### src/clk_src_pkg.sv
// Contract
// - oscillator keeps running in wait mode
// - all three bus clock outputs continue during wait
// - stop mode halts oscillator unless configured on
// - block raises no interrupt requests
// - source option: internal, external, RC, crystal
// - reset selects internal oscillator source
// - frequency codes 4.0, 8.0, 12.8 MHz, reserved
// - crystal range code enables one amplifier
// - external enable claims first pin, starts switch
// - external enable starts no switch in monitor bypass
// - read-only engaged flag shows external source
// - each trim step changes period 0.2 percent
// - trim step scales with selected frequency
// - second pin role follows source and enable
// - internal source with external enable clear releases the first pin
// - two external edges, switch, engage, stop internal
// - both fields cleared returns to internal source
// - external clock mode forces clock output off
// - bus clock is quarter rate via half rate
package clk_src_pkg;

  // ---------------------------------------------------------------
  // register map
  // ---------------------------------------------------------------
  localparam logic [1:0] ADDR_STATUS_CONTROL = 2'h0;
  localparam logic [1:0] ADDR_TRIM           = 2'h1;
  localparam logic [1:0] ADDR_PIN_CONTROL    = 2'h2;

  localparam logic [1:0] SRC_INTERNAL  = 2'h0;
  localparam logic [1:0] SRC_EXT_CLOCK = 2'h1;
  localparam logic [1:0] SRC_RC        = 2'h2;
  localparam logic [1:0] SRC_CRYSTAL   = 2'h3;

  localparam logic [1:0] FREQ_4M0      = 2'h0;
  localparam logic [1:0] FREQ_8M0      = 2'h1;
  localparam logic [1:0] FREQ_12M8     = 2'h2;
  localparam logic [1:0] FREQ_RESERVED = 2'h3;

  localparam logic [1:0] RANGE_HIGH     = 2'h0;
  localparam logic [1:0] RANGE_MID      = 2'h1;
  localparam logic [1:0] RANGE_LOW      = 2'h2;
  localparam logic [1:0] RANGE_RESERVED = 2'h3;

  // status/control layout, msb first
  typedef struct packed {
    logic [1:0] option;
    logic [1:0] freq;
    logic [1:0] range;
    logic       ext_en;
    logic       engaged;
  } status_control_t;

  typedef struct packed {
    logic data;
    logic oe;
  } pin_drive_t;

  localparam status_control_t RESET_CONTROL = '{SRC_INTERNAL, FREQ_12M8, RANGE_HIGH, 1'b0, 1'b0};
  localparam logic [7:0]      RESET_TRIM    = 8'h80;
  localparam logic            RESET_OUT_EN  = 1'b0;

  // ---------------------------------------------------------------
  // timing: periods in 1/4096 of a CLK cycle
  // ---------------------------------------------------------------
  localparam longint CLK_HZ          = 50_000_000;
  localparam longint SUBUNITS_L      = 4096;
  localparam longint FREQ_4M0_HZ     = 4_000_000;
  localparam longint FREQ_8M0_HZ     = 8_000_000;
  localparam longint FREQ_12M8_HZ    = 12_800_000;
  localparam longint TRIM_PER_MILLE  = 2;
  localparam logic [16:0] SUBUNITS    = 17'(SUBUNITS_L);
  localparam logic [16:0] PERIOD_4M0  = 17'(CLK_HZ * SUBUNITS_L / FREQ_4M0_HZ);
  localparam logic [16:0] PERIOD_8M0  = 17'(CLK_HZ * SUBUNITS_L / FREQ_8M0_HZ);
  localparam logic [16:0] PERIOD_12M8 = 17'(CLK_HZ * SUBUNITS_L / FREQ_12M8_HZ);
  localparam logic [6:0]  STEP_4M0    = 7'(CLK_HZ * SUBUNITS_L / FREQ_4M0_HZ * TRIM_PER_MILLE / 1000);
  localparam logic [6:0]  STEP_8M0    = 7'(CLK_HZ * SUBUNITS_L / FREQ_8M0_HZ * TRIM_PER_MILLE / 1000);
  localparam logic [6:0]  STEP_12M8   = 7'(CLK_HZ * SUBUNITS_L / FREQ_12M8_HZ * TRIM_PER_MILLE / 1000);

  localparam logic [1:0] EDGES_BEFORE_SWITCH = 2'h2;

  typedef enum logic [2:0] {
    SW_INTERNAL = 3'b001,
    SW_ARMING   = 3'b010,
    SW_EXTERNAL = 3'b100
  } switch_state_t;

endpackage

### src/trim_oscillator.sv
`timescale 1ns/1ps
module trim_oscillator (
  // clock and reset
  input  wire logic       clk,
  input  wire logic       resetn,
  // control
  input  wire logic       run,
  input  wire logic [1:0] freq_sel,
  input  wire logic [7:0] trim,
  // one-cycle enable at the oscillator rate
  output logic            tick
);

  // ---------------------------------------------------------------
  // period table
  // ---------------------------------------------------------------
  // frequency code to period
  function automatic logic [16:0] base_period(input logic [1:0] f);
    case (f)
      clk_src_pkg::FREQ_4M0: base_period = clk_src_pkg::PERIOD_4M0;
      clk_src_pkg::FREQ_8M0: base_period = clk_src_pkg::PERIOD_8M0;
      default:               base_period = clk_src_pkg::PERIOD_12M8;
    endcase
  endfunction

  function automatic logic [6:0] trim_step(input logic [1:0] f);
    case (f)
      clk_src_pkg::FREQ_4M0: trim_step = clk_src_pkg::STEP_4M0;
      clk_src_pkg::FREQ_8M0: trim_step = clk_src_pkg::STEP_8M0;
      default:               trim_step = clk_src_pkg::STEP_12M8;
    endcase
  endfunction

  logic signed [7:0]  offs;
  logic signed [16:0] prod;
  logic [16:0]        period;
  logic [16:0]        sum;
  logic [16:0]        acc_d, acc_q;
  logic               tick_d, tick_q;

  // fractional accumulator; 0x80 is the untrimmed centre
  always_comb begin
    offs   = $signed({~trim[7], trim[6:0]});
    prod   = 17'(offs * $signed({1'b0, trim_step(freq_sel)}));
    period = base_period(freq_sel) + $unsigned(prod);
    sum    = acc_q + clk_src_pkg::SUBUNITS;
    acc_d  = sum;
    tick_d = 1'b0;
    if (!run) begin
      acc_d = 17'h00000;
    end else if (sum >= period) begin
      acc_d  = sum - period;
      tick_d = 1'b1;
    end
  end

  always_ff @(posedge clk) begin
    if (!resetn) begin
      acc_q  <= 17'h00000;
      tick_q <= 1'b0;
    end else begin
      acc_q  <= acc_d;
      tick_q <= tick_d;
    end
  end

  assign tick = tick_q;

  // shortest period exceeds two CLK cycles, so ticks never touch
  a_tick_spacing: assert property (@(posedge clk) disable iff (!resetn) tick_q |=> !tick_q)
    else $error("oscillator ticks back to back");
  a_halt_no_tick: assert property (@(posedge clk) disable iff (!resetn) !run |=> !tick_q ##1 !tick_q || run)
    else $error("halted oscillator still ticking");

endmodule

### src/glitch_free_switch.sv
`timescale 1ns/1ps
module glitch_free_switch (
  // clock and reset
  input  wire logic clk,
  input  wire logic resetn,
  // requests
  input  wire logic request,
  input  wire logic release_req,
  // source ticks
  input  wire logic int_tick,
  input  wire logic ext_tick,
  // results
  output logic      src_tick,
  output logic      engaged,
  output logic      int_run
);

  clk_src_pkg::switch_state_t state_d, state_q;
  logic [1:0] cnt_d, cnt_q;
  logic       engaged_d, engaged_q;
  logic       int_run_d, int_run_q;

  // handover happens only on a tick boundary of the incoming source
  always_comb begin
    state_d   = state_q;
    cnt_d     = cnt_q;
    case (state_q)
      clk_src_pkg::SW_INTERNAL: begin
        if (request) begin
          state_d = clk_src_pkg::SW_ARMING;
          cnt_d   = 2'h0;
        end
      end
      clk_src_pkg::SW_ARMING: begin
        if (!request) begin
          state_d = clk_src_pkg::SW_INTERNAL;
        end else if (ext_tick) begin
          if (cnt_q == clk_src_pkg::EDGES_BEFORE_SWITCH - 2'h1) begin
            state_d = clk_src_pkg::SW_EXTERNAL;
          end else begin
            cnt_d = cnt_q + 2'h1;
          end
        end
      end
      clk_src_pkg::SW_EXTERNAL: begin
        if (release_req && int_tick) begin
          state_d = clk_src_pkg::SW_INTERNAL;
        end
      end
      default: state_d = clk_src_pkg::SW_INTERNAL;
    endcase
    engaged_d = (state_q == clk_src_pkg::SW_EXTERNAL) && (state_d == clk_src_pkg::SW_EXTERNAL);
    int_run_d = !(engaged_q && state_q == clk_src_pkg::SW_EXTERNAL && !release_req);
  end

  always_ff @(posedge clk) begin
    if (!resetn) begin
      state_q   <= clk_src_pkg::SW_INTERNAL;
      cnt_q     <= 2'h0;
      engaged_q <= 1'b0;
      int_run_q <= 1'b1;
    end else begin
      state_q   <= state_d;
      cnt_q     <= cnt_d;
      engaged_q <= engaged_d;
      int_run_q <= int_run_d;
    end
  end

  // only one source feeds the tick path
  assign src_tick = (state_q == clk_src_pkg::SW_EXTERNAL) ? ext_tick : int_tick;
  assign engaged  = engaged_q;
  assign int_run  = int_run_q;

  a_two_edges: assert property (@(posedge clk) disable iff (!resetn)
    (state_q == clk_src_pkg::SW_ARMING && state_d == clk_src_pkg::SW_EXTERNAL) |-> ext_tick && cnt_q == 2'h1)
    else $error("switch without two external edges");
  a_engage_before_stop: assert property (@(posedge clk) disable iff (!resetn)
    $fell(int_run_q) |-> $past(engaged_q, 1) && engaged_q)
    else $error("internal oscillator stopped before engage");
  a_no_request_stays: assert property (@(posedge clk) disable iff (!resetn)
    (state_q == clk_src_pkg::SW_INTERNAL && !request) |=> state_q == clk_src_pkg::SW_INTERNAL)
    else $error("switch armed without request");

endmodule

### src/clk_source_select.sv
`timescale 1ns/1ps
module clk_source_select (
  // clock and reset
  input  wire logic       CLK,
  input  wire logic       RESETN,
  // register port
  input  wire logic [1:0] ADDR,
  input  wire logic [7:0] WDATA,
  input  wire logic       WR,
  input  wire logic       RD,
  output logic      [7:0] RDATA,
  // mode and configuration
  input  wire logic       STOP_MODE,
  input  wire logic       STOP_MODE_OSCILLATOR_ENABLE,
  input  wire logic       MONITOR_BYPASS,
  // oscillator pins
  input  wire logic       FIRST_OSCILLATOR_PIN,
  output logic            FIRST_OSCILLATOR_PIN_CLOCK_ROLE,
  output logic            SECOND_OSCILLATOR_PIN,
  output logic            SECOND_OSCILLATOR_PIN_OE,
  output logic      [2:0] CRYSTAL_AMP_ENABLE,
  // clock enables and status
  output logic            FOUR_TIMES_BUS_CLOCK,
  output logic            TWO_TIMES_BUS_CLOCK,
  output logic            BUS_CLOCK_TICK,
  output logic            INTERNAL_SOURCE_CLOCK,
  output logic            INTERNAL_OSCILLATOR_RUNNING,
  output logic            EXTERNAL_CLOCK_ENGAGED
);

  // ---------------------------------------------------------------
  // helpers
  // ---------------------------------------------------------------
  // one amplifier per range
  function automatic logic [2:0] amp_onehot(input logic [1:0] r);
    case (r)
      clk_src_pkg::RANGE_HIGH: amp_onehot = 3'h1;
      clk_src_pkg::RANGE_MID:  amp_onehot = 3'h2;
      clk_src_pkg::RANGE_LOW:  amp_onehot = 3'h4;
      default:                 amp_onehot = 3'h0;
    endcase
  endfunction

  clk_src_pkg::status_control_t ctrl_d, ctrl_q, wr_view;
  logic [7:0]                   trim_d, trim_q;
  logic                         out_en_d, out_en_q;
  logic [7:0]                   rdata_d, rdata_q;
  logic [1:0]                   sync_d, sync_q;
  logic                         prev_d, prev_q;
  logic                         ext_tick;
  logic                         int_tick;
  logic                         src_tick;
  logic                         engaged;
  logic                         sw_int_run;
  logic                         osc_run;
  logic                         ext_request;
  logic                         release_req;
  logic [1:0]                   div_d, div_q;
  logic                         x4_d, x4_q;
  logic                         x2_d, x2_q;
  logic                         bus_d, bus_q;
  logic                         int_clk_d, int_clk_q;
  logic                         run_d, run_q;
  logic                         eng_d, eng_q;
  logic                         role_d, role_q;
  clk_src_pkg::pin_drive_t      second_d, second_q;
  logic [2:0]                   amp_d, amp_q;

  // ---------------------------------------------------------------
  // external source input
  // ---------------------------------------------------------------
  // two stages before any edge logic; only sync_q[1] is looked at
  always_comb begin
    sync_d = {sync_q[0], FIRST_OSCILLATOR_PIN};
    prev_d = sync_q[1];
  end

  always_ff @(posedge CLK) begin
    if (!RESETN) begin
      sync_q <= 2'h0;
      prev_q <= 1'b0;
    end else begin
      sync_q <= sync_d;
      prev_q <= prev_d;
    end
  end

  assign ext_tick = sync_q[1] & ~prev_q;

  // ---------------------------------------------------------------
  // registers
  // ---------------------------------------------------------------
  // reserved frequency and range codes are dropped, not stored
  always_comb begin
    wr_view  = clk_src_pkg::status_control_t'(WDATA);
    ctrl_d   = ctrl_q;
    trim_d   = trim_q;
    out_en_d = out_en_q;
    if (WR) begin
      case (ADDR)
        clk_src_pkg::ADDR_STATUS_CONTROL: begin
          ctrl_d.option = wr_view.option;
          if (wr_view.freq != clk_src_pkg::FREQ_RESERVED) begin
            ctrl_d.freq = wr_view.freq;
          end
          if (wr_view.range != clk_src_pkg::RANGE_RESERVED) begin
            ctrl_d.range = wr_view.range;
          end
          ctrl_d.ext_en = wr_view.ext_en;
        end
        clk_src_pkg::ADDR_TRIM:        trim_d   = WDATA;
        clk_src_pkg::ADDR_PIN_CONTROL: out_en_d = WDATA[0];
        default: ;
      endcase
    end
    ctrl_d.engaged = 1'b0;
    if (ctrl_d.option == clk_src_pkg::SRC_EXT_CLOCK) begin
      out_en_d = 1'b0;
    end
  end

  always_ff @(posedge CLK) begin
    if (!RESETN) begin
      ctrl_q   <= clk_src_pkg::RESET_CONTROL;
      trim_q   <= clk_src_pkg::RESET_TRIM;
      out_en_q <= clk_src_pkg::RESET_OUT_EN;
    end else begin
      ctrl_q   <= ctrl_d;
      trim_q   <= trim_d;
      out_en_q <= out_en_d;
    end
  end

  // read data only in the cycle after the strobe, unmapped reads zero
  always_comb begin
    rdata_d = 8'h00;
    if (RD) begin
      case (ADDR)
        clk_src_pkg::ADDR_STATUS_CONTROL: rdata_d = {ctrl_q.option, ctrl_q.freq, ctrl_q.range, ctrl_q.ext_en, engaged};
        clk_src_pkg::ADDR_TRIM:           rdata_d = trim_q;
        clk_src_pkg::ADDR_PIN_CONTROL:    rdata_d = {7'h00, out_en_q};
        default:                          rdata_d = 8'h00;
      endcase
    end
  end

  always_ff @(posedge CLK) begin
    if (!RESETN) begin
      rdata_q <= 8'h00;
    end else begin
      rdata_q <= rdata_d;
    end
  end

  // ---------------------------------------------------------------
  // source selection
  // ---------------------------------------------------------------
  // monitor bypass masks the enable
  assign ext_request = ctrl_q.ext_en & ~MONITOR_BYPASS;
  assign release_req = (ctrl_q.option == clk_src_pkg::SRC_INTERNAL) && !ctrl_q.ext_en;
  // wait never gates, stop only without enable
  assign osc_run = sw_int_run & ~(STOP_MODE & ~STOP_MODE_OSCILLATOR_ENABLE);

  trim_oscillator u_osc (
    .clk      (CLK),
    .resetn   (RESETN),
    .run      (osc_run),
    .freq_sel (ctrl_q.freq),
    .trim     (trim_q),
    .tick     (int_tick)
  );

  glitch_free_switch u_switch (
    .clk         (CLK),
    .resetn      (RESETN),
    .request     (ext_request),
    .release_req (release_req),
    .int_tick    (int_tick),
    .ext_tick    (ext_tick),
    .src_tick    (src_tick),
    .engaged     (engaged),
    .int_run     (sw_int_run)
  );

  // ---------------------------------------------------------------
  // clock dividers
  // ---------------------------------------------------------------
  // half rate then quarter rate
  always_comb begin
    div_d     = src_tick ? div_q + 2'h1 : div_q;
    x4_d      = src_tick;
    x2_d      = src_tick & div_q[0];
    bus_d     = src_tick & (div_q == 2'h3);
    int_clk_d = int_tick;
  end

  always_ff @(posedge CLK) begin
    if (!RESETN) begin
      div_q     <= 2'h0;
      x4_q      <= 1'b0;
      x2_q      <= 1'b0;
      bus_q     <= 1'b0;
      int_clk_q <= 1'b0;
    end else begin
      div_q     <= div_d;
      x4_q      <= x4_d;
      x2_q      <= x2_d;
      bus_q     <= bus_d;
      int_clk_q <= int_clk_d;
    end
  end

  // ---------------------------------------------------------------
  // pins and status
  // ---------------------------------------------------------------
  // pin clock output is one CLK wide per tick; duty is not 50 percent
  always_comb begin
    second_d = '{1'b0, 1'b0};
    case (ctrl_q.option)
      clk_src_pkg::SRC_CRYSTAL:   second_d = '{~sync_q[1], 1'b1};
      clk_src_pkg::SRC_EXT_CLOCK: second_d = '{1'b0, 1'b0};
      default:                    second_d = '{out_en_q & src_tick, out_en_q};
    endcase
    amp_d  = (ctrl_q.option == clk_src_pkg::SRC_CRYSTAL) ? amp_onehot(ctrl_q.range) : 3'h0;
    // first pin claimed off internal or while the external enable is set
    role_d = (ctrl_q.option != clk_src_pkg::SRC_INTERNAL) || ctrl_q.ext_en;
    run_d  = osc_run;
    eng_d  = engaged;
  end

  always_ff @(posedge CLK) begin
    if (!RESETN) begin
      second_q <= '{1'b0, 1'b0};
      amp_q    <= 3'h0;
      role_q   <= 1'b0;
      run_q    <= 1'b1;
      eng_q    <= 1'b0;
    end else begin
      second_q <= second_d;
      amp_q    <= amp_d;
      role_q   <= role_d;
      run_q    <= run_d;
      eng_q    <= eng_d;
    end
  end

  assign RDATA                           = rdata_q;
  assign FIRST_OSCILLATOR_PIN_CLOCK_ROLE = role_q;
  assign SECOND_OSCILLATOR_PIN           = second_q.data;
  assign SECOND_OSCILLATOR_PIN_OE        = second_q.oe;
  assign CRYSTAL_AMP_ENABLE              = amp_q;
  assign FOUR_TIMES_BUS_CLOCK            = x4_q;
  assign TWO_TIMES_BUS_CLOCK             = x2_q;
  assign BUS_CLOCK_TICK                  = bus_q;
  assign INTERNAL_SOURCE_CLOCK           = int_clk_q;
  assign INTERNAL_OSCILLATOR_RUNNING     = run_q;
  assign EXTERNAL_CLOCK_ENGAGED          = eng_q;

  // ---------------------------------------------------------------
  // checks
  // ---------------------------------------------------------------
  a_reserved_freq_kept: assert property (@(posedge CLK) disable iff (!RESETN)
    (WR && ADDR == clk_src_pkg::ADDR_STATUS_CONTROL && WDATA[5:4] == clk_src_pkg::FREQ_RESERVED)
    |=> ctrl_q.freq == $past(ctrl_q.freq))
    else $error("reserved frequency code stored");
  a_out_en_forced: assert property (@(posedge CLK) disable iff (!RESETN)
    ctrl_q.option == clk_src_pkg::SRC_EXT_CLOCK |-> !out_en_q)
    else $error("clock output enabled in external clock mode");
  a_crystal_pin_drive: assert property (@(posedge CLK) disable iff (!RESETN)
    ctrl_q.option == clk_src_pkg::SRC_CRYSTAL |=> SECOND_OSCILLATOR_PIN_OE && SECOND_OSCILLATOR_PIN == !$past(sync_q[1]))
    else $error("crystal amplifier output wrong");
  a_bus_quarter_rate: assert property (@(posedge CLK) disable iff (!RESETN)
    BUS_CLOCK_TICK |-> TWO_TIMES_BUS_CLOCK && FOUR_TIMES_BUS_CLOCK)
    else $error("bus tick outside half-rate tick");
  a_trim_read_back: assert property (@(posedge CLK) disable iff (!RESETN)
    (RD && ADDR == clk_src_pkg::ADDR_TRIM) |=> RDATA == $past(trim_q))
    else $error("trim read data wrong");
  a_stop_halts: assert property (@(posedge CLK) disable iff (!RESETN)
    (STOP_MODE && !STOP_MODE_OSCILLATOR_ENABLE) |=> !INTERNAL_OSCILLATOR_RUNNING)
    else $error("oscillator running in stop mode");
  a_engaged_read: assert property (@(posedge CLK) disable iff (!RESETN)
    (RD && ADDR == clk_src_pkg::ADDR_STATUS_CONTROL) |=> RDATA[0] == $past(engaged))
    else $error("engaged flag read wrong");
  a_role_released: assert property (@(posedge CLK) disable iff (!RESETN)
    (ctrl_q.option == clk_src_pkg::SRC_INTERNAL && !ctrl_q.ext_en) |=> !FIRST_OSCILLATOR_PIN_CLOCK_ROLE)
    else $error("first pin held as clock input on internal source");
  a_amp_off: assert property (@(posedge CLK) disable iff (!RESETN)
    ctrl_q.option != clk_src_pkg::SRC_CRYSTAL |=> CRYSTAL_AMP_ENABLE == 3'h0)
    else $error("crystal amplifier enabled off crystal source");
  a_ext_pin_free: assert property (@(posedge CLK) disable iff (!RESETN)
    ctrl_q.option == clk_src_pkg::SRC_EXT_CLOCK |=> !SECOND_OSCILLATOR_PIN_OE)
    else $error("second pin driven in external clock mode");
  a_wait_runs: assert property (@(posedge CLK) disable iff (!RESETN)
    (sw_int_run && !STOP_MODE) |=> INTERNAL_OSCILLATOR_RUNNING)
    else $error("oscillator halted outside stop mode");

endmodule

### config.mk
export PLATFORM = sky130hd
export DESIGN_NAME = clk_source_select
export DESIGN_NICKNAME = d
export VERILOG_FILES = /design/src/clk_src_pkg.sv /design/src/trim_oscillator.sv /design/src/glitch_free_switch.sv /design/src/clk_source_select.sv
export SDC_FILE = /design/constraint.sdc
export NUM_CORES = 1
export LEC_CHECK = 0
export BUFFER_PORTS_ARGS = -buffer_cell sky130_fd_sc_hd__buf_2
export CAP_MARGIN = 0
export CORE_UTILIZATION = 64
export DETAILED_ROUTE_END_ITERATION = 10
export GPL_TIMING_DRIVEN = 1
export PLACE_DENSITY = 0.88
export RECOVER_POWER = 100
export SLEW_MARGIN = 40
export SYNTH_ARGS = -nofsm -noshare
export SYNTH_HDL_FRONTEND = slang
export SYNTH_SLANG_ARGS = --single-unit
### constraint.sdc
create_clock -name CLK -period 15.8 [get_ports CLK]
set_input_delay 3.16 -clock CLK [delete_from_list [all_inputs] [get_ports CLK]]
set_output_delay 3.16 -clock CLK [all_outputs]
set_load 0.03 [all_outputs]
# After elaboration in Yosys (flattened, before gate mapping)
# Cells that the tools add are included.
# op_classes
addsub	5
multipliers	1
n_lt_le_gt_ge	1
n_eq_ne	20
n_mux	23
bitwise	14
n_reduce_logical	25
# ops
op	n
one-hot mux 16 bit (2 select lines)	1
one-hot mux 8 bit (3 select lines)	1
one-hot mux 3 bit (3 select lines)	2
adder 16 x 17 -> 17 bit	1
adder 17 x 13 -> 17 bit, second input constant	1
greater-or-equal comparator 17 bit	1
2-to-1 mux 17 bit	1
subtractor 17 bit	1
multiplier 8 x 8 -> 16 bit	1
2-to-1 mux 3 bit	5
2-to-1 mux 7 bit	2
one-hot mux 7 bit (2 select lines)	1
== test 2 x 1 -> 1 bit, second input constant	6
2-to-1 mux 2 bit	6
AND reduction 2 bit	6
== test 2 bit, second input constant	4
zero test 2 bit	4
one-hot mux 2 bit (2 select lines)	2
AND 1 bit	7
NOT 1 bit	7
== test 3 bit, second input constant	2
!= test 2 x 1 -> 1 bit, second input constant	3
!= test 2 bit, second input constant	3
AND reduction 3 bit	2
10 further kinds	19
# totals
regBits	66
in_bits	18
output_inout_bits	20
word_cells	115

# Depth between registers and ports, before layout
# Gate-level depths: netlist of run 1.
# logic_depth
ltp_word	7
mapped_depth	34
depth_no_buf	31

# Hierarchy
# From an unflattened synthesis of run 1, not the netlist that was laid out.
# unflattened
hier_cells	651
hier_area_um2	5744.3
# by_module_without_submodules
mod	n_inst	cells_each	area_each_um2	seq_area_each_um2
trim_oscillator	1	480	3922.5	360.3
clk_source_select	1	133	1483.9	820.8
glitch_free_switch	1	38	337.8	140.1

# Least setup slack after synthesis of run 1
# OpenSTA, ideal clock, no wires.
# synth_timing
kind	reg2reg
start	register ctrl_q[5] (netlist name)
end	register u_osc.acc_q[8]
setup_ns	0.062
arrival_ns	7.405
t_required_ns	15.738
path_slack_ns	8.332
path_stages_with_launch	32
n_path_buf	1
synth_period_minus_slack_ns	7.468
path_cell_list	dfxtp_1 > clkbuf_1 > clkinv_1 > nand2_1 > nor2_1 > ha_1 > inv_1 > fa_1 > inv_1 > fa_1 > inv_1 > fa_1 > inv_1 > ha_1 > a2111o_1 > o21bai_1 > a31o_1 > a21o_1 > or4_1 > nand3_1 > ha_1 > inv_1 > o21bai_1 > a221o_1 > xnor2_1 > ha_1 > nand4_2 > or4_1 > a21oi_2 > nor2_1 > a2111o_1 > nand3_1
# synth_via
elab_chain_cells	6
word_cells_on_any_way	9
classes_between	2 x add/sub; 1 x mul; 1 x order compare; 1 x eq/ne; 3 x mux; 1 x reduce/logical
# synth_lines
item	line	source
start, declared	clk_source_select.sv:44	clk_src_pkg::status_control_t ctrl_d, ctrl_q, wr_view;
start signal, assigned	clk_source_select.sv:124	ctrl_q <= clk_src_pkg::RESET_CONTROL;
start signal, assigned	clk_source_select.sv:128	ctrl_q <= ctrl_d;
== test 2 x 1 -> 1 bit / zero test 2 bit (equally long branches)	trim_oscillator.sv:19, trim_oscillator.sv:27	
one-hot mux 7 bit (2 select lines)	trim_oscillator.sv:27	case (f)
multiplier 8 x 8 -> 16 bit	trim_oscillator.sv:44	prod = 17'(offs * $signed({1'b0, trim_step(freq_sel)}));
adder 16 x 17 -> 17 bit (*)	trim_oscillator.sv:45	period = base_period(freq_sel) + $unsigned(prod);
subtractor 17 bit / greater-or-equal comparator 17 bit (equally long branches)	trim_oscillator.sv:52, trim_oscillator.sv:51	
2-to-1 mux 17 bit (*)	trim_oscillator.sv:51	end else if (sum >= period) begin
end signal, assigned	trim_oscillator.sv:59	acc_q <= 17'h00000;
end signal, assigned	trim_oscillator.sv:62	acc_q <= acc_d;
end, declared	trim_oscillator.sv:38	logic [16:0] acc_d, acc_q;
# Mark *: on every way between the ends. The rest lies on a longest branch, timed or not.
# A chain may end at the register's enable or synchronous reset.

# Final worst setup path of run 1
# layout_timing
start	register ctrl_q[5] (netlist name)
end	register u_osc.acc_q[16]
# The elaborated chain is that of the path after synthesis.

==> results.sh, run 1 <==
export IMPL_status="completed"
export IMPL_grt_max_degree=26
export IMPL_htreeDepth=3
export IMPL_synth_top_area_share_pct=22.79
export IMPL_max_stage_delay_ns=0.69
export IMPL_crit_path_max_fanout=14
export IMPL_syn_nets=809
export IMPL_p_per_area_mw_per_mm2=100.5
export IMPL_clk_pin_slew_worst_paths_ns=0.08
export IMPL_min_to="sync_q[1]"
export IMPL_p_leak_nw=2.999
export IMPL_timing_final_crit_share_pct=56.89
export IMPL_clock_sinks=66
export IMPL_pre_cts_slack_ns=7.268
export IMPL_rsz0062_at_grt="no"
export IMPL_postCtsSetupBuffers=0
export IMPL_period_minus_slack_ns=8.988
export IMPL_drc=0
export IMPL_ctsResizeCount=0
export IMPL_row_count=34
export IMPL_synth_ff_type="dfxtp_1"
export IMPL_start_util_pct=66.15
export IMPL_fillers=660
export IMPL_die_w_um=97.17
export IMPL_antenna_left=0
export IMPL_drv_cap=0
export IMPL_dp_hpwl_um=10680
export IMPL_start_kind="register"
export IMPL_cp_data_required_time_ns=16.07
export IMPL_final_area_mm2=0.006182
export IMPL_synth_seq_cells=66
export IMPL_wl_per_cell_um=16.55
export IMPL_dr_first_iter_drc_count=294
export IMPL_synth_edf_count=0
export IMPL_min_delay_path_depth=1
export IMPL_setup_viol_count_final=0
export IMPL_slowest_stage="dfxtp_1"
export IMPL_r2r_start="ctrl_q[5]"
export IMPL_synthTopCellsByArea="dfxtp_1 (23%), ha_1 (15%), fa_1 (13%)"
export IMPL_io_pin_count=38
export IMPL_tightest_slew_ns=0.9440
export IMPL_grt_pass1_wl_um=22630
export IMPL_cts_hold_buf=0
export IMPL_grt_pass1_vias=5025
export IMPL_fin_cells=830
export IMPL_syn_area_per_cell_um2=8.450
export IMPL_r2r_end="u_osc.acc_q[16]"
export IMPL_diodes=0
export IMPL_min_from="sync_q[0]"
export IMPL_cts_buffers=9
export IMPL_yosysSeqAreaShare_pct=22.79
export IMPL_die_area_mm2=0.009442
export IMPL_crit_arrival_ns=9.26
export IMPL_skew_ns=0.01973
export IMPL_clock_fmax_mhz=111.3
export IMPL_design_core_area_mm2=0.008763
export IMPL_die_y_um=97.17
export IMPL_cts_tree="built"
export IMPL_hold_viol_final=0
export IMPL_slew_headroom_pct=36.83
export IMPL_yosysWarningCount=0
export IMPL_end_kind="register"
export IMPL_dp_cells=814
export IMPL_rrSetupSlack_ns=6.81
export IMPL_gp_congestion=0.9680
export IMPL_crit_buf_inv=6
export IMPL_placed_area_mm2=0.006042
export IMPL_worst_slack_ns=6.812
export IMPL_yosysMostFrequentCell="inv_1"
export IMPL_async_reset_ff_share_pct=0
export IMPL_ys_types=63
export IMPL_overflow=0
export IMPL_drt_wl_total_um=13740
export IMPL_area_growth_pct=6.648
export IMPL_io_buffer_count=37
export IMPL_drt_pre_antenna_iters=5
export IMPL_critPathTopFamily="adder cells"
export IMPL_fin_setup_tns_ns=0
export IMPL_layout_drive_gt1_share_pct=5.540
export IMPL_min_path_type="register to register"
export IMPL_slew_viol_final=0
export IMPL_gr_usage_all_layers_pct=29.25
export IMPL_final_nets=840
export IMPL_crit_type="register to register"
export IMPL_clk_latency_ns=0.36
export IMPL_clock_root_buffer="clkbuf_8"
export IMPL_power_uw=621.2
export IMPL_synth_area_mm2=0.005797
export IMPL_max_clock_path_buffers=2
export IMPL_via_per_inst=6.204
export IMPL_peakVddDrop_mv=0.09205
export IMPL_path_common_cell="inv_1"
export IMPL_synth_top_area_cell="dfxtp_1"
export IMPL_synth_commonest_cells="inv_1 (97), ha_1 (68), dfxtp_1 (66)"
export IMPL_num_vias=5149
export IMPL_rr_worst_depth=31
export IMPL_antenna_found_initial=0
export IMPL_synthCells=686
[cell families (layout without fill, tap and decap cells)]
group	after synthesis	in the layout	synth area share [%]
and+or+nand+nor	207	207	18.00
AOI/OAI and AO/OA	143	143	16.30
buffers and inverters	117	153	7.835
adders and majority gates	105	105	27.46
DFF	66	66	22.79
xor gates and xnor gates	32	32	4.835
muxes	16	16	2.784
[sequential cells by signal, indices dropped and copies added, names as in the netlist, 2 cells and up]
register            flops
u_switch.cnt_q          2
ctrl_q                  7
u_osc.acc_q            17
sync_q                  2
trim_q                  8
RDATA                   8
div_q                   2
CRYSTAL_AMP_ENABLE      3
u_switch.state_q        3
[layer usage]
metal / global-route usage (%) / wire, um
met4: 12.74 / 416
met2: 50.60 / 6764
met3: 3.957 / 848
met5: 0 / 0
met1: 36.35 / 5708
[through the flow]
| step | util [%] | hold WS, ns |
|---|---|---|
| 2_1_floorplan | - | 0.4119 |
| 3_3_place_gp | 68.95 | 0.4163 |
| 3_5_place_dp | 68.95 | 0.4191 |
| 4_1_cts | 70.97 | 0.4493 |
| 5_1_grt | 70.55 | 0.4801 |
| 6_report | 70.55 | 0.4571 |
[power by group]
part / internal [mW] / total (mW) / leakage [nW] / switching, mW
sequential: 0.185 / 0.201 / 0.536 / 0.0151
combinational: 0.109 / 0.289 / 2.37 / 0.180
clock: 0.0582 / 0.132 / 0.0939 / 0.0740
total: 0.353 / 0.621 / 3.00 / 0.269
[worst max path at each step]
stage,from,end,slack [ns],cells after the start
after global routing,ctrl_q[5],u_osc.acc_q[16],6.34,31
after floorplan,ctrl_q[5],u_osc.acc_q[8],8.33,31
after global placement,ctrl_q[5],u_osc.acc_q[16],7.59,30
final,ctrl_q[5],u_osc.acc_q[16],6.81,31
after detailed placement,ctrl_q[5],u_osc.acc_q[0],7.27,31
after CTS,ctrl_q[5],u_osc.acc_q[0],7.19,31
[layout by cell type (no fill, tap or decap), drive strengths merged, types with 3 or more instances in the layout]
cell     instances
inv             99
ha              68
dfxtp           66
nor2            52
a21oi           46
nand2           38
fa              37
clkbuf          31
nand3           29
o21ai           23
xnor2           21
buf             16
nor3            15
mux2i           15
nor2b           14
and2            14
a21o            13
xor2            11
and3             8
o211ai           8
o21a             7
nand4            7
nand2b           7
clkinv           7
a211oi           6
o21bai           5
or2              5
or3              4
a31oi            4
or4              3
o2111ai          3
o31ai            3
o22ai            3
nor3b            3
[area by class of cell]
cell class / instances / area, um2 / share of cell area (%)
Inverter: 99 / 371.6 / 6.011
Tap cell: 108 / 135.1 / 2.186
Clock inverter: 7 / 53.80 / 0.8703
Clock buffer: 9 / 123.9 / 2.004
Timing Repair Buffer: 38 / 165.2 / 2.672
Sequential cell: 66 / 1321 / 21.37
Multi-Input combinational cell: 503 / 4011 / 64.89
(Power assumes the default switching activity.)
==> inputs of run 2 (changes only) <==
--- a/config.mk
+++ b/config.mk
@@ -7,10 +7,10 @@
 export LEC_CHECK = 0
 export BUFFER_PORTS_ARGS = -buffer_cell sky130_fd_sc_hd__buf_2
 export CAP_MARGIN = 0
-export CORE_UTILIZATION = 64
+export CORE_UTILIZATION = 56
 export DETAILED_ROUTE_END_ITERATION = 10
 export GPL_TIMING_DRIVEN = 1
-export PLACE_DENSITY = 0.88
+export PLACE_DENSITY = 0.82
 export RECOVER_POWER = 100
 export SLEW_MARGIN = 40
 export SYNTH_ARGS = -nofsm -noshare
==> constraint.sdc (replaced) <==
create_clock -name CLK -period 8.1 [get_ports CLK]
set_input_delay 1.62 -clock CLK [delete_from_list [all_inputs] [get_ports CLK]]
set_output_delay 1.62 -clock CLK [all_outputs]
set_load 0.03 [all_outputs]
==> results.sh, run 2 (synthesis results as in run 1) <==
export IMPL_status="completed"
export IMPL_htreeDepth=3
export IMPL_cts_buffers=9
export IMPL_diodes=0
export IMPL_num_vias=5024
export IMPL_final_util_pct=63.45
export IMPL_dp_hpwl_um=10560
export IMPL_setup_viol_count_final=0
export IMPL_peakVddDrop_mv=0.1513
export IMPL_clock_sinks=66
export IMPL_clk_pin_slew_worst_paths_ns=0.07
export IMPL_gr_usage_all_layers_pct=24.96
export IMPL_grt_max_degree=26
export IMPL_dp_cells=847
export IMPL_gp_congestion=0.9179
export IMPL_drt_wl_total_um=13200
export IMPL_end_kind="register"
export IMPL_start_kind="register"
export IMPL_drc=0
export IMPL_postCtsSetupBuffers=0
export IMPL_design_core_area_mm2=0.009910
export IMPL_layout_drive_gt1_share_pct=7.682
export IMPL_max_stage_delay_ns=0.56
export IMPL_top_register="u_osc.acc_q"
export IMPL_start_util_pct=58.50
export IMPL_skew_ns=0.01736
export IMPL_p_per_area_mw_per_mm2=191.4
export IMPL_final_cell_mix="inv_1 (97), ha_1 (67), dfxtp_1 (64)"
export IMPL_die_y_um=103.7
export IMPL_layout_commonest_cell="inv_1"
export IMPL_crit_arrival_ns=8.02
export IMPL_cts_tree="built"
export IMPL_holdWs_ns=0.4479
export IMPL_antenna_left=0
export IMPL_grt_pass1_vias=4881
export IMPL_clock_fmax_mhz=129.0
export IMPL_min_path_type="register to register"
export IMPL_wl_per_cell_um=15.32
export IMPL_final_nets=848
export IMPL_hold_viol_final=0
export IMPL_cts_hold_buf=0
export IMPL_row_count=36
export IMPL_slew_headroom_pct=50.37
export IMPL_crit_type="register to register"
export IMPL_period_minus_slack_ns=7.753
export IMPL_area_growth_pct=8.461
export IMPL_crit_path_max_fanout=9
export IMPL_die_area_mm2=0.01076
export IMPL_overflow=0
export IMPL_cp_data_required_time_ns=8.36
export IMPL_dr_first_iter_drc_count=289
export IMPL_drt_pre_antenna_iters=5
export IMPL_die_w_um=103.7
export IMPL_slew_viol_final=0
export IMPL_largest_reg_flops=17
export IMPL_clk_latency_ns=0.35
export IMPL_drv_cap=0
export IMPL_timing_final_crit_share_pct=95.71
export IMPL_antenna_found_initial=0
export IMPL_io_pin_count=38
export IMPL_fin_setup_tns_ns=0
export IMPL_fin_cells=862
export IMPL_clock_root_buffer="clkbuf_8"
export IMPL_tightest_slew_ns=0.7418
export IMPL_grt_pass1_wl_um=22080
export IMPL_via_per_inst=5.828
export IMPL_p_leak_nw=3.033
export IMPL_slowest_stage="fa_1"
export IMPL_io_buffer_count=37
export IMPL_path_common_cell="ha_1"
export IMPL_max_clock_path_buffers=2
[run 2: power by group]
group          total (mW)  internal (mW)  switching (mW)
Clock               0.236          0.109           0.127
Combinational       0.580          0.226           0.353
Sequential          0.388          0.362          0.0262
[run 2: final cells by class]
type,instances,area [um2]
multi-input combinational,503,4040
clock buffer,10,127.6
timing repair buffer,46,225.2
tap,133,166.4
clock inverter,5,32.53
fill,828,3622
sequential,66,1324
inverter,99,371.6
[run 2: repair_timing]
item / 4_1_cts / 5_1_grt
setup endpoints to repair: 0 / 18
gates resized for setup: 0 / 10
hold endpoints to repair: 0 / 0
[run 2: final timing paths]
| path | end | cells after the start | from | slack, ns |
|---|---|---|---|---|
| worst min register to register | sync_q[1] | 1 | sync_q[0] | 0.45 |
| worst min-delay path | sync_q[1] | 1 | sync_q[0] | 0.45 |
| worst max register to register | u_osc.acc_q[11] | 29 | ctrl_q[5] | 0.35 |
| worst max-delay path | u_osc.acc_q[11] | 29 | ctrl_q[5] | 0.35 |
[run 2: metrics by stage]
| step | cell area (um2) | setup slack [ns] | total power, mW |
|---|---|---|---|
| 2_1_floorplan | 5797 | 0.6324 | 0.8249 |
| 3_3_place_gp | 6133 | 0.5014 | 0.9501 |
| 3_5_place_dp | 6133 | 0.2062 | 0.9609 |
| 4_1_cts | 6294 | 0.1608 | 1.197 |
| 5_1_grt | 6287 | -0.02480 | 1.285 |
| 6_report | 6287 | 0.3475 | 1.204 |
[run 2: per-layer routing]
metal | global-route usage (%) | routed length, um
met5 | 0 | 0
met4 | 9.286 | 293
met3 | 3.461 | 625
met2 | 43.86 | 6624
met1 | 31.08 | 5660
[run 2: critical path: cells and delay by family, from the launching register on]
family / cells / cell delay, ns
AO/OA/AOI/OAI: 8 / 1.52
XOR/XNOR: 1 / 0.13
adder cells (fa/ha/maj): 7 / 2.96
buffers and inverters: 5 / 0.61
flip-flops: 1 / 0.38
AND/OR/NAND/NOR: 8 / 2.09
